### src/mpfc_pkg.sv
// constants and carrier types for the mac pause flow-control block
package mpfc_pkg;

    // ------------------------------------------------------------
    // register map
    // ------------------------------------------------------------
    localparam logic [3:0] FLOW_IDX = 4'h8;
    localparam logic [31:0] FLOW_RESET = 32'h0000_0000;
    localparam int PT_LSB = 16;
    localparam int PT_MSB = 31;
    localparam int PASS_BIT = 2;
    localparam int EN_BIT = 1;
    localparam int BUSY_BIT = 0;

    // ------------------------------------------------------------
    // timing
    // ------------------------------------------------------------
    localparam int CLK_PERIOD_NS = 25;
    localparam int SLOT_BITS = 512;
    localparam int BIT_NS_100 = 10;
    localparam int BIT_NS_10 = 100;
    localparam logic [11:0] SLOT_CYC_100 =
        12'((SLOT_BITS * BIT_NS_100 + CLK_PERIOD_NS - 1) / CLK_PERIOD_NS);
    localparam logic [11:0] SLOT_CYC_10 =
        12'((SLOT_BITS * BIT_NS_10 + CLK_PERIOD_NS - 1) / CLK_PERIOD_NS);

    // ------------------------------------------------------------
    // pause frame layout
    // ------------------------------------------------------------
    localparam logic [47:0] PAUSE_DA = 48'h01_80_c2_00_00_01;
    localparam logic [15:0] CTRL_TYPE = 16'h8808;
    localparam logic [15:0] PAUSE_OPC = 16'h0001;
    localparam logic [5:0] SA_POS = 6'h06;
    localparam logic [5:0] TYPE_POS = 6'h0c;
    localparam logic [5:0] OPC_POS = 6'h0e;
    localparam logic [5:0] PT_POS = 6'h10;
    localparam logic [5:0] FRAME_LAST = 6'h3b;

    typedef struct packed {
        logic valid;
        logic last;
        logic good;
        logic [7:0] data;
    } mpfc_rx_s;

    typedef struct packed {
        logic valid;
        logic last;
        logic [7:0] data;
    } mpfc_tx_s;

endpackage : mpfc_pkg

### src/mpfc_flow_ctrl.sv
// mac pause flow-control unit with its control register
// Summary of operation
// - programmed pause time goes into every generated pause frame.
// - generated frames follow the standard pause frame field layout.
// - full duplex: busy high from frame start until sent on cable.
// - half duplex: busy reads high while back pressure is asserted.
// - busy clears by itself when the pause frame completes.
// - pass bit sets or clears packet-filter bit for valid pause frames.
// - every received frame's data is forwarded regardless of settings.
// - active filtering modes override the pass bit in status.
// - enable in full duplex decodes pause frames and halts transmitter.
// - enable clear: no control decode and no pause halting.
// - half duplex: enable turns on back pressure.
// - transmitter disabled: no pause frames, no back pressure.
// - flow-control requests come from an external configuration input.
// - 32-bit register, reset zero, bits 15 to 3 reserved.
//
// The strobed register port was left to the implementer.
module mpfc_flow_ctrl #(
    parameter int ADDR_W = 4
) (
    input wire logic i_clk,
    input wire logic i_nrst,
    input wire logic [ADDR_W-1:0] i_addr,
    input wire logic [31:0] i_wdata,
    input wire logic i_wr,
    input wire logic i_rd,
    output logic [31:0] o_rdata,
    input wire logic i_full_duplex,
    input wire logic i_speed_100,
    input wire logic i_tx_enable,
    input wire logic i_auto_pause_config,
    input wire logic [47:0] i_src_addr,
    output mpfc_pkg::mpfc_tx_s o_tx,
    input wire logic i_tx_ready,
    input wire logic i_tx_done,
    input wire mpfc_pkg::mpfc_rx_s i_rx,
    input wire logic i_filt_override,
    input wire logic i_addr_filt_bit,
    output mpfc_pkg::mpfc_rx_s o_rx_fwd,
    output logic o_rx_stat_valid,
    output logic o_rx_pkt_filter,
    output logic o_tx_halt,
    output logic o_backpressure
);
    import mpfc_pkg::*;

    if (ADDR_W < 4 || ADDR_W > 16) begin : g_bad_addr_w
        $error("mpfc_flow_ctrl: ADDR_W must be 4 to 16");
    end

    // ------------------------------------------------------------
    // frame byte functions
    // ------------------------------------------------------------
    function automatic logic [7:0] hdr_byte(input logic [5:0] idx);
        logic [7:0] b;
        b = 8'h00;
        if (idx < SA_POS) begin
            b = PAUSE_DA[8'(47 - 8 * idx) -: 8];
        end else if (idx == TYPE_POS) begin
            b = CTRL_TYPE[15:8];
        end else if (idx == TYPE_POS + 6'h01) begin
            b = CTRL_TYPE[7:0];
        end else if (idx == OPC_POS) begin
            b = PAUSE_OPC[15:8];
        end else if (idx == OPC_POS + 6'h01) begin
            b = PAUSE_OPC[7:0];
        end
        return b;
    endfunction : hdr_byte

    function automatic logic [7:0] frame_byte(input logic [5:0] idx,
        input logic [15:0] pt, input logic [47:0] sa);
        logic [7:0] b;
        b = hdr_byte(idx);
        if (idx >= SA_POS && idx < TYPE_POS) begin
            b = sa[8'(47 - 8 * (idx - SA_POS)) -: 8];
        end else if (idx == PT_POS) begin
            b = pt[15:8];
        end else if (idx == PT_POS + 6'h01) begin
            b = pt[7:0];
        end
        return b;
    endfunction : frame_byte

    // ------------------------------------------------------------
    // control register
    // ------------------------------------------------------------
    typedef enum {TX_IDLE, TX_SEND, TX_WAIT} mpfc_tx_e;

    logic [15:0] pt_reg;
    logic pass_reg;
    logic en_reg;
    logic bp_reg;
    logic [31:0] rdata_reg;
    mpfc_tx_e st_reg, st_next;

    wire hit_flow = i_addr == ADDR_W'(FLOW_IDX);
    wire wr_flow = i_wr && hit_flow;
    wire rd_flow = i_rd && hit_flow;
    wire fd_busy = st_reg != TX_IDLE;
    wire busy_view = i_full_duplex ? fd_busy : bp_reg;
    wire [31:0] flow_view = {pt_reg, 13'h0000, pass_reg, en_reg, busy_view};

    always_ff @(posedge i_clk or negedge i_nrst) begin
        if (!i_nrst) begin
            pt_reg <= FLOW_RESET[PT_MSB:PT_LSB];
            pass_reg <= FLOW_RESET[PASS_BIT];
            en_reg <= FLOW_RESET[EN_BIT];
        end else if (wr_flow) begin
            // busy is hardware owned, written value ignored
            pt_reg <= i_wdata[PT_MSB:PT_LSB];
            pass_reg <= i_wdata[PASS_BIT];
            en_reg <= i_wdata[EN_BIT];
        end
    end

    always_ff @(posedge i_clk or negedge i_nrst) begin
        if (!i_nrst) begin
            rdata_reg <= 32'h0000_0000;
        end else begin
            rdata_reg <= rd_flow ? flow_view : 32'h0000_0000;
        end
    end
    assign o_rdata = rdata_reg;

    // ------------------------------------------------------------
    // pause frame transmit
    // ------------------------------------------------------------
    logic req_d_reg;
    logic [5:0] idx_reg, idx_next;
    logic [15:0] snap_reg, snap_next;
    mpfc_tx_s tx_reg, tx_next;

    wire req_rise = i_auto_pause_config && !req_d_reg;
    wire start = st_reg == TX_IDLE && req_rise && i_full_duplex && i_tx_enable;
    wire accept = tx_reg.valid && i_tx_ready;
    wire [5:0] idx_inc = idx_reg + 6'h01;

    always_comb begin
        st_next = st_reg;
        idx_next = idx_reg;
        snap_next = snap_reg;
        tx_next = tx_reg;
        case (st_reg)
            TX_IDLE: begin
                if (start) begin
                    st_next = TX_SEND;
                    idx_next = 6'h00;
                    snap_next = pt_reg;
                    tx_next = '{valid: 1'b1, last: 1'b0, data: hdr_byte(6'h00)};
                end
            end
            TX_SEND: begin
                if (accept && tx_reg.last) begin
                    st_next = TX_WAIT;
                    tx_next = '0;
                end else if (accept) begin
                    idx_next = idx_inc;
                    tx_next.data = frame_byte(idx_inc, snap_reg, i_src_addr);
                    tx_next.last = idx_inc == FRAME_LAST;
                end
            end
            TX_WAIT: begin
                if (i_tx_done) begin
                    st_next = TX_IDLE;
                end
            end
            default: st_next = TX_IDLE;
        endcase
    end

    always_ff @(posedge i_clk or negedge i_nrst) begin
        if (!i_nrst) begin
            st_reg <= TX_IDLE;
            idx_reg <= 6'h00;
            snap_reg <= 16'h0000;
            tx_reg <= '0;
            req_d_reg <= 1'b0;
        end else begin
            st_reg <= st_next;
            idx_reg <= idx_next;
            snap_reg <= snap_next;
            tx_reg <= tx_next;
            req_d_reg <= i_auto_pause_config;
        end
    end
    assign o_tx = tx_reg;

    // ------------------------------------------------------------
    // half-duplex back pressure
    // ------------------------------------------------------------
    wire bp_next = !i_full_duplex && en_reg && i_tx_enable && i_auto_pause_config;

    always_ff @(posedge i_clk or negedge i_nrst) begin
        if (!i_nrst) begin
            bp_reg <= 1'b0;
        end else begin
            bp_reg <= bp_next;
        end
    end
    assign o_backpressure = bp_reg;

    // ------------------------------------------------------------
    // receive decode and status
    // ------------------------------------------------------------
    logic [5:0] rx_idx_reg;
    logic match_reg;
    logic [7:0] rxpt_hi_reg;
    logic [7:0] rxpt_lo_reg;
    logic [15:0] rxpt_reg;
    mpfc_rx_s fwd_reg;
    logic stat_v_reg;
    logic filt_reg;

    wire cmp_pos = rx_idx_reg < SA_POS || (rx_idx_reg >= TYPE_POS && rx_idx_reg < PT_POS);
    wire byte_ok = !cmp_pos || i_rx.data == hdr_byte(rx_idx_reg);
    wire match_next = (rx_idx_reg == 6'h00 || match_reg) && byte_ok;
    wire frame_end = i_rx.valid && i_rx.last;
    wire long_enough = rx_idx_reg > PT_POS;
    wire pause_valid = frame_end && i_rx.good && match_next && long_enough
        && en_reg && i_full_duplex;
    wire filt_next = i_filt_override ? i_addr_filt_bit
        : pause_valid ? pass_reg : i_addr_filt_bit;

    always_ff @(posedge i_clk or negedge i_nrst) begin
        if (!i_nrst) begin
            rx_idx_reg <= 6'h00;
            match_reg <= 1'b0;
            rxpt_hi_reg <= 8'h00;
            rxpt_lo_reg <= 8'h00;
        end else if (i_rx.valid) begin
            rx_idx_reg <= i_rx.last ? 6'h00 : (rx_idx_reg == 6'h3f ? rx_idx_reg : rx_idx_reg + 6'h01);
            match_reg <= match_next;
            if (rx_idx_reg == PT_POS) begin
                rxpt_hi_reg <= i_rx.data;
            end
            if (rx_idx_reg == PT_POS + 6'h01) begin
                rxpt_lo_reg <= i_rx.data;
            end
        end
    end
    // low byte may still be on the bus when the frame ends on it
    wire rx_lo_now = rx_idx_reg == PT_POS + 6'h01;
    wire [15:0] rx_pt = {rxpt_hi_reg, rx_lo_now ? i_rx.data : rxpt_lo_reg};
    assign rxpt_reg = rx_pt;

    always_ff @(posedge i_clk or negedge i_nrst) begin
        if (!i_nrst) begin
            fwd_reg <= '0;
            stat_v_reg <= 1'b0;
            filt_reg <= 1'b0;
        end else begin
            fwd_reg <= i_rx;
            stat_v_reg <= frame_end;
            filt_reg <= frame_end ? filt_next : filt_reg;
        end
    end
    assign o_rx_fwd = fwd_reg;
    assign o_rx_stat_valid = stat_v_reg;
    assign o_rx_pkt_filter = filt_reg;

    // ------------------------------------------------------------
    // pause halt timer
    // ------------------------------------------------------------
    logic [15:0] quanta_reg;
    logic [11:0] slot_reg;
    logic halt_reg;

    wire [11:0] slot_len = i_speed_100 ? SLOT_CYC_100 : SLOT_CYC_10;
    wire slot_end = slot_reg == slot_len - 12'h001;
    wire [15:0] quanta_next = !en_reg ? 16'h0000
        : pause_valid ? rxpt_reg
        : (quanta_reg != 16'h0000 && slot_end) ? quanta_reg - 16'h0001 : quanta_reg;

    always_ff @(posedge i_clk or negedge i_nrst) begin
        if (!i_nrst) begin
            quanta_reg <= 16'h0000;
            slot_reg <= 12'h000;
            halt_reg <= 1'b0;
        end else begin
            quanta_reg <= quanta_next;
            slot_reg <= (pause_valid || slot_end || quanta_reg == 16'h0000) ? 12'h000 : slot_reg + 12'h001;
            halt_reg <= quanta_next != 16'h0000;
        end
    end
    assign o_tx_halt = halt_reg;
endmodule : mpfc_flow_ctrl

### config.mk
export PLATFORM = sky130hd
export DESIGN_NAME = mpfc_flow_ctrl
export DESIGN_NICKNAME = d
export VERILOG_FILES = /design/src/mpfc_pkg.sv /design/src/mpfc_flow_ctrl.sv
export SDC_FILE = /design/constraint.sdc
export NUM_CORES = 1
export LEC_CHECK = 0
export BUFFER_PORTS_ARGS = -buffer_cell sky130_fd_sc_hd__buf_2
export CORE_ASPECT_RATIO = 0.5
export CORE_MARGIN = 2
export CORE_UTILIZATION = 55
export DETAILED_ROUTE_END_ITERATION = 10
export GPL_TIMING_DRIVEN = 0
export PLACE_DENSITY = 0.81
export SETUP_SLACK_MARGIN = 0.02
export SLEW_MARGIN = 40
export SYNTH_ARGS = -nofsm -noshare
export SYNTH_HDL_FRONTEND = slang
export SYNTH_SLANG_ARGS = --single-unit
### constraint.sdc
create_clock -name i_clk -period 4.1 [get_ports i_clk]
set_clock_uncertainty 0.15 [all_clocks]
set_input_delay 0.615 -clock i_clk [delete_from_list [all_inputs] [get_ports i_clk]]
set_output_delay 0.615 -clock i_clk [all_outputs]
set_load 0.02 [all_outputs]
==> out/results.ini <==
[outcome]
status = completed

[min_path]
whs_endpoint = o_rx_fwd[8]$_DFF_PN0_
holdCritPathClass = primary input to register
holdPathStages = 1
min_from = i_rx[8]

[floorplanning]
ios = 164
core_mm2 = 0.01295
rows = 29
initial_utilization_pct = 57.51
die_y_um = 86.30
die_w_um = 168.6
die_area_mm2 = 0.01455

[cts]
cts_sinks = 138
cts_made_buffers = 17
insertion_delay_ps = 420
path_clk_slew_ps = 70
clockRootBuffer = clkbuf_16
postCtsSetupRepairBufs = 0
tritoncts = done
cts_buffer_depth = 2
h-tree-depth = 4

[setup_path]
cp_max_fo = 10
cp-start-kind = register
r2r_slack_ps = 360
critical_path_class = register to register
rr_startpoint = idx_reg[0]$_DFFE_PN0P_
arrival_ps = 3940
r2r-end = o_tx[7]$_DFFE_PN0P_
worstPathRequired_ps = 4310
r2r_cells = 13
cp-end-kind = register
setup.worst_path.start = idx_reg[0]$_DFFE_PN0P_

[sta]
setup_tns_ps = 0
relSlewSlack_pct = 50.57
rsz0062_at_grt = no
hold_violations = 0
finalMaxSlewViolations = 0
fmax_ghz = 0.2677
worst_slew_pin_slew_ps = 736.1
setup_viol = 0
min_period_ps = 3735
period_share_pct = 91.10
fin_ws_ps = 364.7

[grt]
grt.total_usage_pct = 26.80
grt_max_degree = 79
antenna_found_initial = 0
grt_pass1_vias = 6370
grt_pass1_wl_mm = 30.84
overflow = 0

[routing]
viasPerCell = 5.847
wire_per_inst_um = 16.97
drc = 0
drtIter0Drc = 512
drt_wl_total_mm = 18.78
antenna_left = 0
drtPass1Iterations = 5
via_count = 6473

[final_layout]
largest_reg_flops = 19
fin_nets = 1049
syn_to_final_growth_pct = 21.26
post-route-util_pct = 69.74
final_layout_size_suffix_gt1_share_pct = 27.21
n_antenna_cell = 0

[yosys]
ys_seq_area_share_pct = 46.36
yosysMostFrequentCell = dfrtp_1
synth_flop_cell = dfrtp_1
synthCells = 755
synth_top_cell_by_area = dfrtp_1
synth_cell_types = 67
synth_top_cells_by_area = dfrtp_1, mux2_2, nand2_1
synth_common_cells = dfrtp_1, nand2_1, nor2_1
ys_seq_elements = 138
syn_area_mm2 = 0.007450
avgSynthCellArea_um2 = 9.867
synth-async-reset-ratio_pct = 100.0
synth_edf_count = 0
synth_top_area_share_pct = 46.36
yosysWarnings = 0

[placement]
io_buffers = 136
place_congestion = 0.9085
hpwl_mm = 13.19
pre_cts_slack_ps = 197.9

[pwr]
ir_worst_vdd_mv = 0.3040
powerDensity_mw_per_mm2 = 454.9
p_leak_nw = 4.371
finalPower_mw = 4.109

[flow_run]
maxCapViolations = 0

-- worst max-delay path, stage by stage, from the launching register on --
cell and delay [ps]:
dfrtp_1 440, buf_2 310, clkbuf_2 340, inv_1 140, ha_1 360, ha_1 340, clkbuf_1 420, nand2_1 270
nor2_1 200, nand4_1 110, a31oi_1 260, a211o_1 140, o211ai_1 90, nand3_1 80
-- worst max path at each step --
stage	endpoint	slack [ps]	cells past startpoint
after global routing	o_tx[7]$_DFFE_PN0P_	70	13
after CTS	o_tx[7]$_DFFE_PN0P_	170	13
after global placement	o_tx[7]$_DFFE_PN0P_	290	13
after floorplan	o_tx[7]$_DFFE_PN0P_	920	13
final	o_tx[7]$_DFFE_PN0P_	360	13
after detailed placement	o_tx[7]$_DFFE_PN0P_	200	13
-- repair_timing --
action                                 CTS  global route
hold buffers                             1             0
endpoints found under the hold margin   15             0
gates resized for setup                  0             1
setup endpoints to repair                0             3
-- metal layers --
metal,up-vias,wire length (um),share of wire (%),track usage (%)
met5,-,0,0,0
met4,0,342,1.8,8.386
met3,41,1219,6.5,5.068
met2,274,9060,48,45.34
met1,3134,8160,43,35.68
li1,3024,-,-,-
-- cells by family after synthesis --
family	after synthesis	share of synthesized area, %
XOR/XNOR	34	3.997
flip-flops	138	46.36
adder cells (fa/ha/maj)	18	3.023
multiplexers	59	9.859
buffers and inverters	73	4.669
other	1	0.05034
AND/OR/NAND/NOR	297	20.04
AO/OA/AOI/OAI	135	12.01
-- power by group --
part           internal, mW  switching [mW]  leakage, nW
Combinational         0.404           0.542         2.25
Sequential             1.51           0.119         1.84
Clock                 0.861           0.676        0.285
Total                  2.77            1.34         4.37
-- cells in the final DEF (no fill, tap or decap), types with 5 or more instances in the layout --
cell type,synthesis,final
inv_1,24,24
nand2b_1,6,6
mux2i_1,16,16
nand3_1,22,22
a311oi_1,5,5
clkbuf_16,0,17
nor2b_1,6,6
and3_1,26,26
nand2_1,103,103
inv_6,0,6
o21ai_0,30,30
and2_1,5,5
buf_2,5,140
mux4_2,8,8
xor2_1,16,15
a31oi_1,11,11
o211ai_1,5,5
nand4_1,12,12
a211oi_1,7,7
clkbuf_1,21,21
or2_2,7,7
buf_4,14,14
or4_1,7,7
o22ai_1,15,15
nor3_1,20,20
or3_1,8,8
mux2_2,35,35
dfrtp_1,138,138
a21oi_1,24,24
nor2_1,49,49
nor4_1,6,6
ha_1,18,18
conb_1,1,13
xnor2_1,18,18
-- area by class of cell --
| class | instances | area [um^2] |
|---|---|---|
| fillers | 961 | 3920 |
| multi-input cells | 556 | 3710 |
| flip-flops and latches | 138 | 3453 |
| repair buffers | 138 | 728.2 |
| clock buffers | 17 | 425.4 |
| plain buffers | 48 | 255.2 |
| well taps | 170 | 212.7 |
| clock inverters | 15 | 155.1 |
| inverters | 25 | 93.84 |
-- stage by stage --
stage / hold slack, ps / std cells / instance area [um^2]
6_report: 185.7 / 1107 / 9034
5_1_grt: 176.6 / 1107 / 9034
4_1_cts: 176.0 / 1107 / 9016
3_5_place_dp: 325.9 / 1074 / 8426
3_3_place_gp: 310.0 / 1073 / 8388
2_1_floorplan: 169.4 / 767 / 7495
No activity file was read; power rests on OpenSTA's default activity.
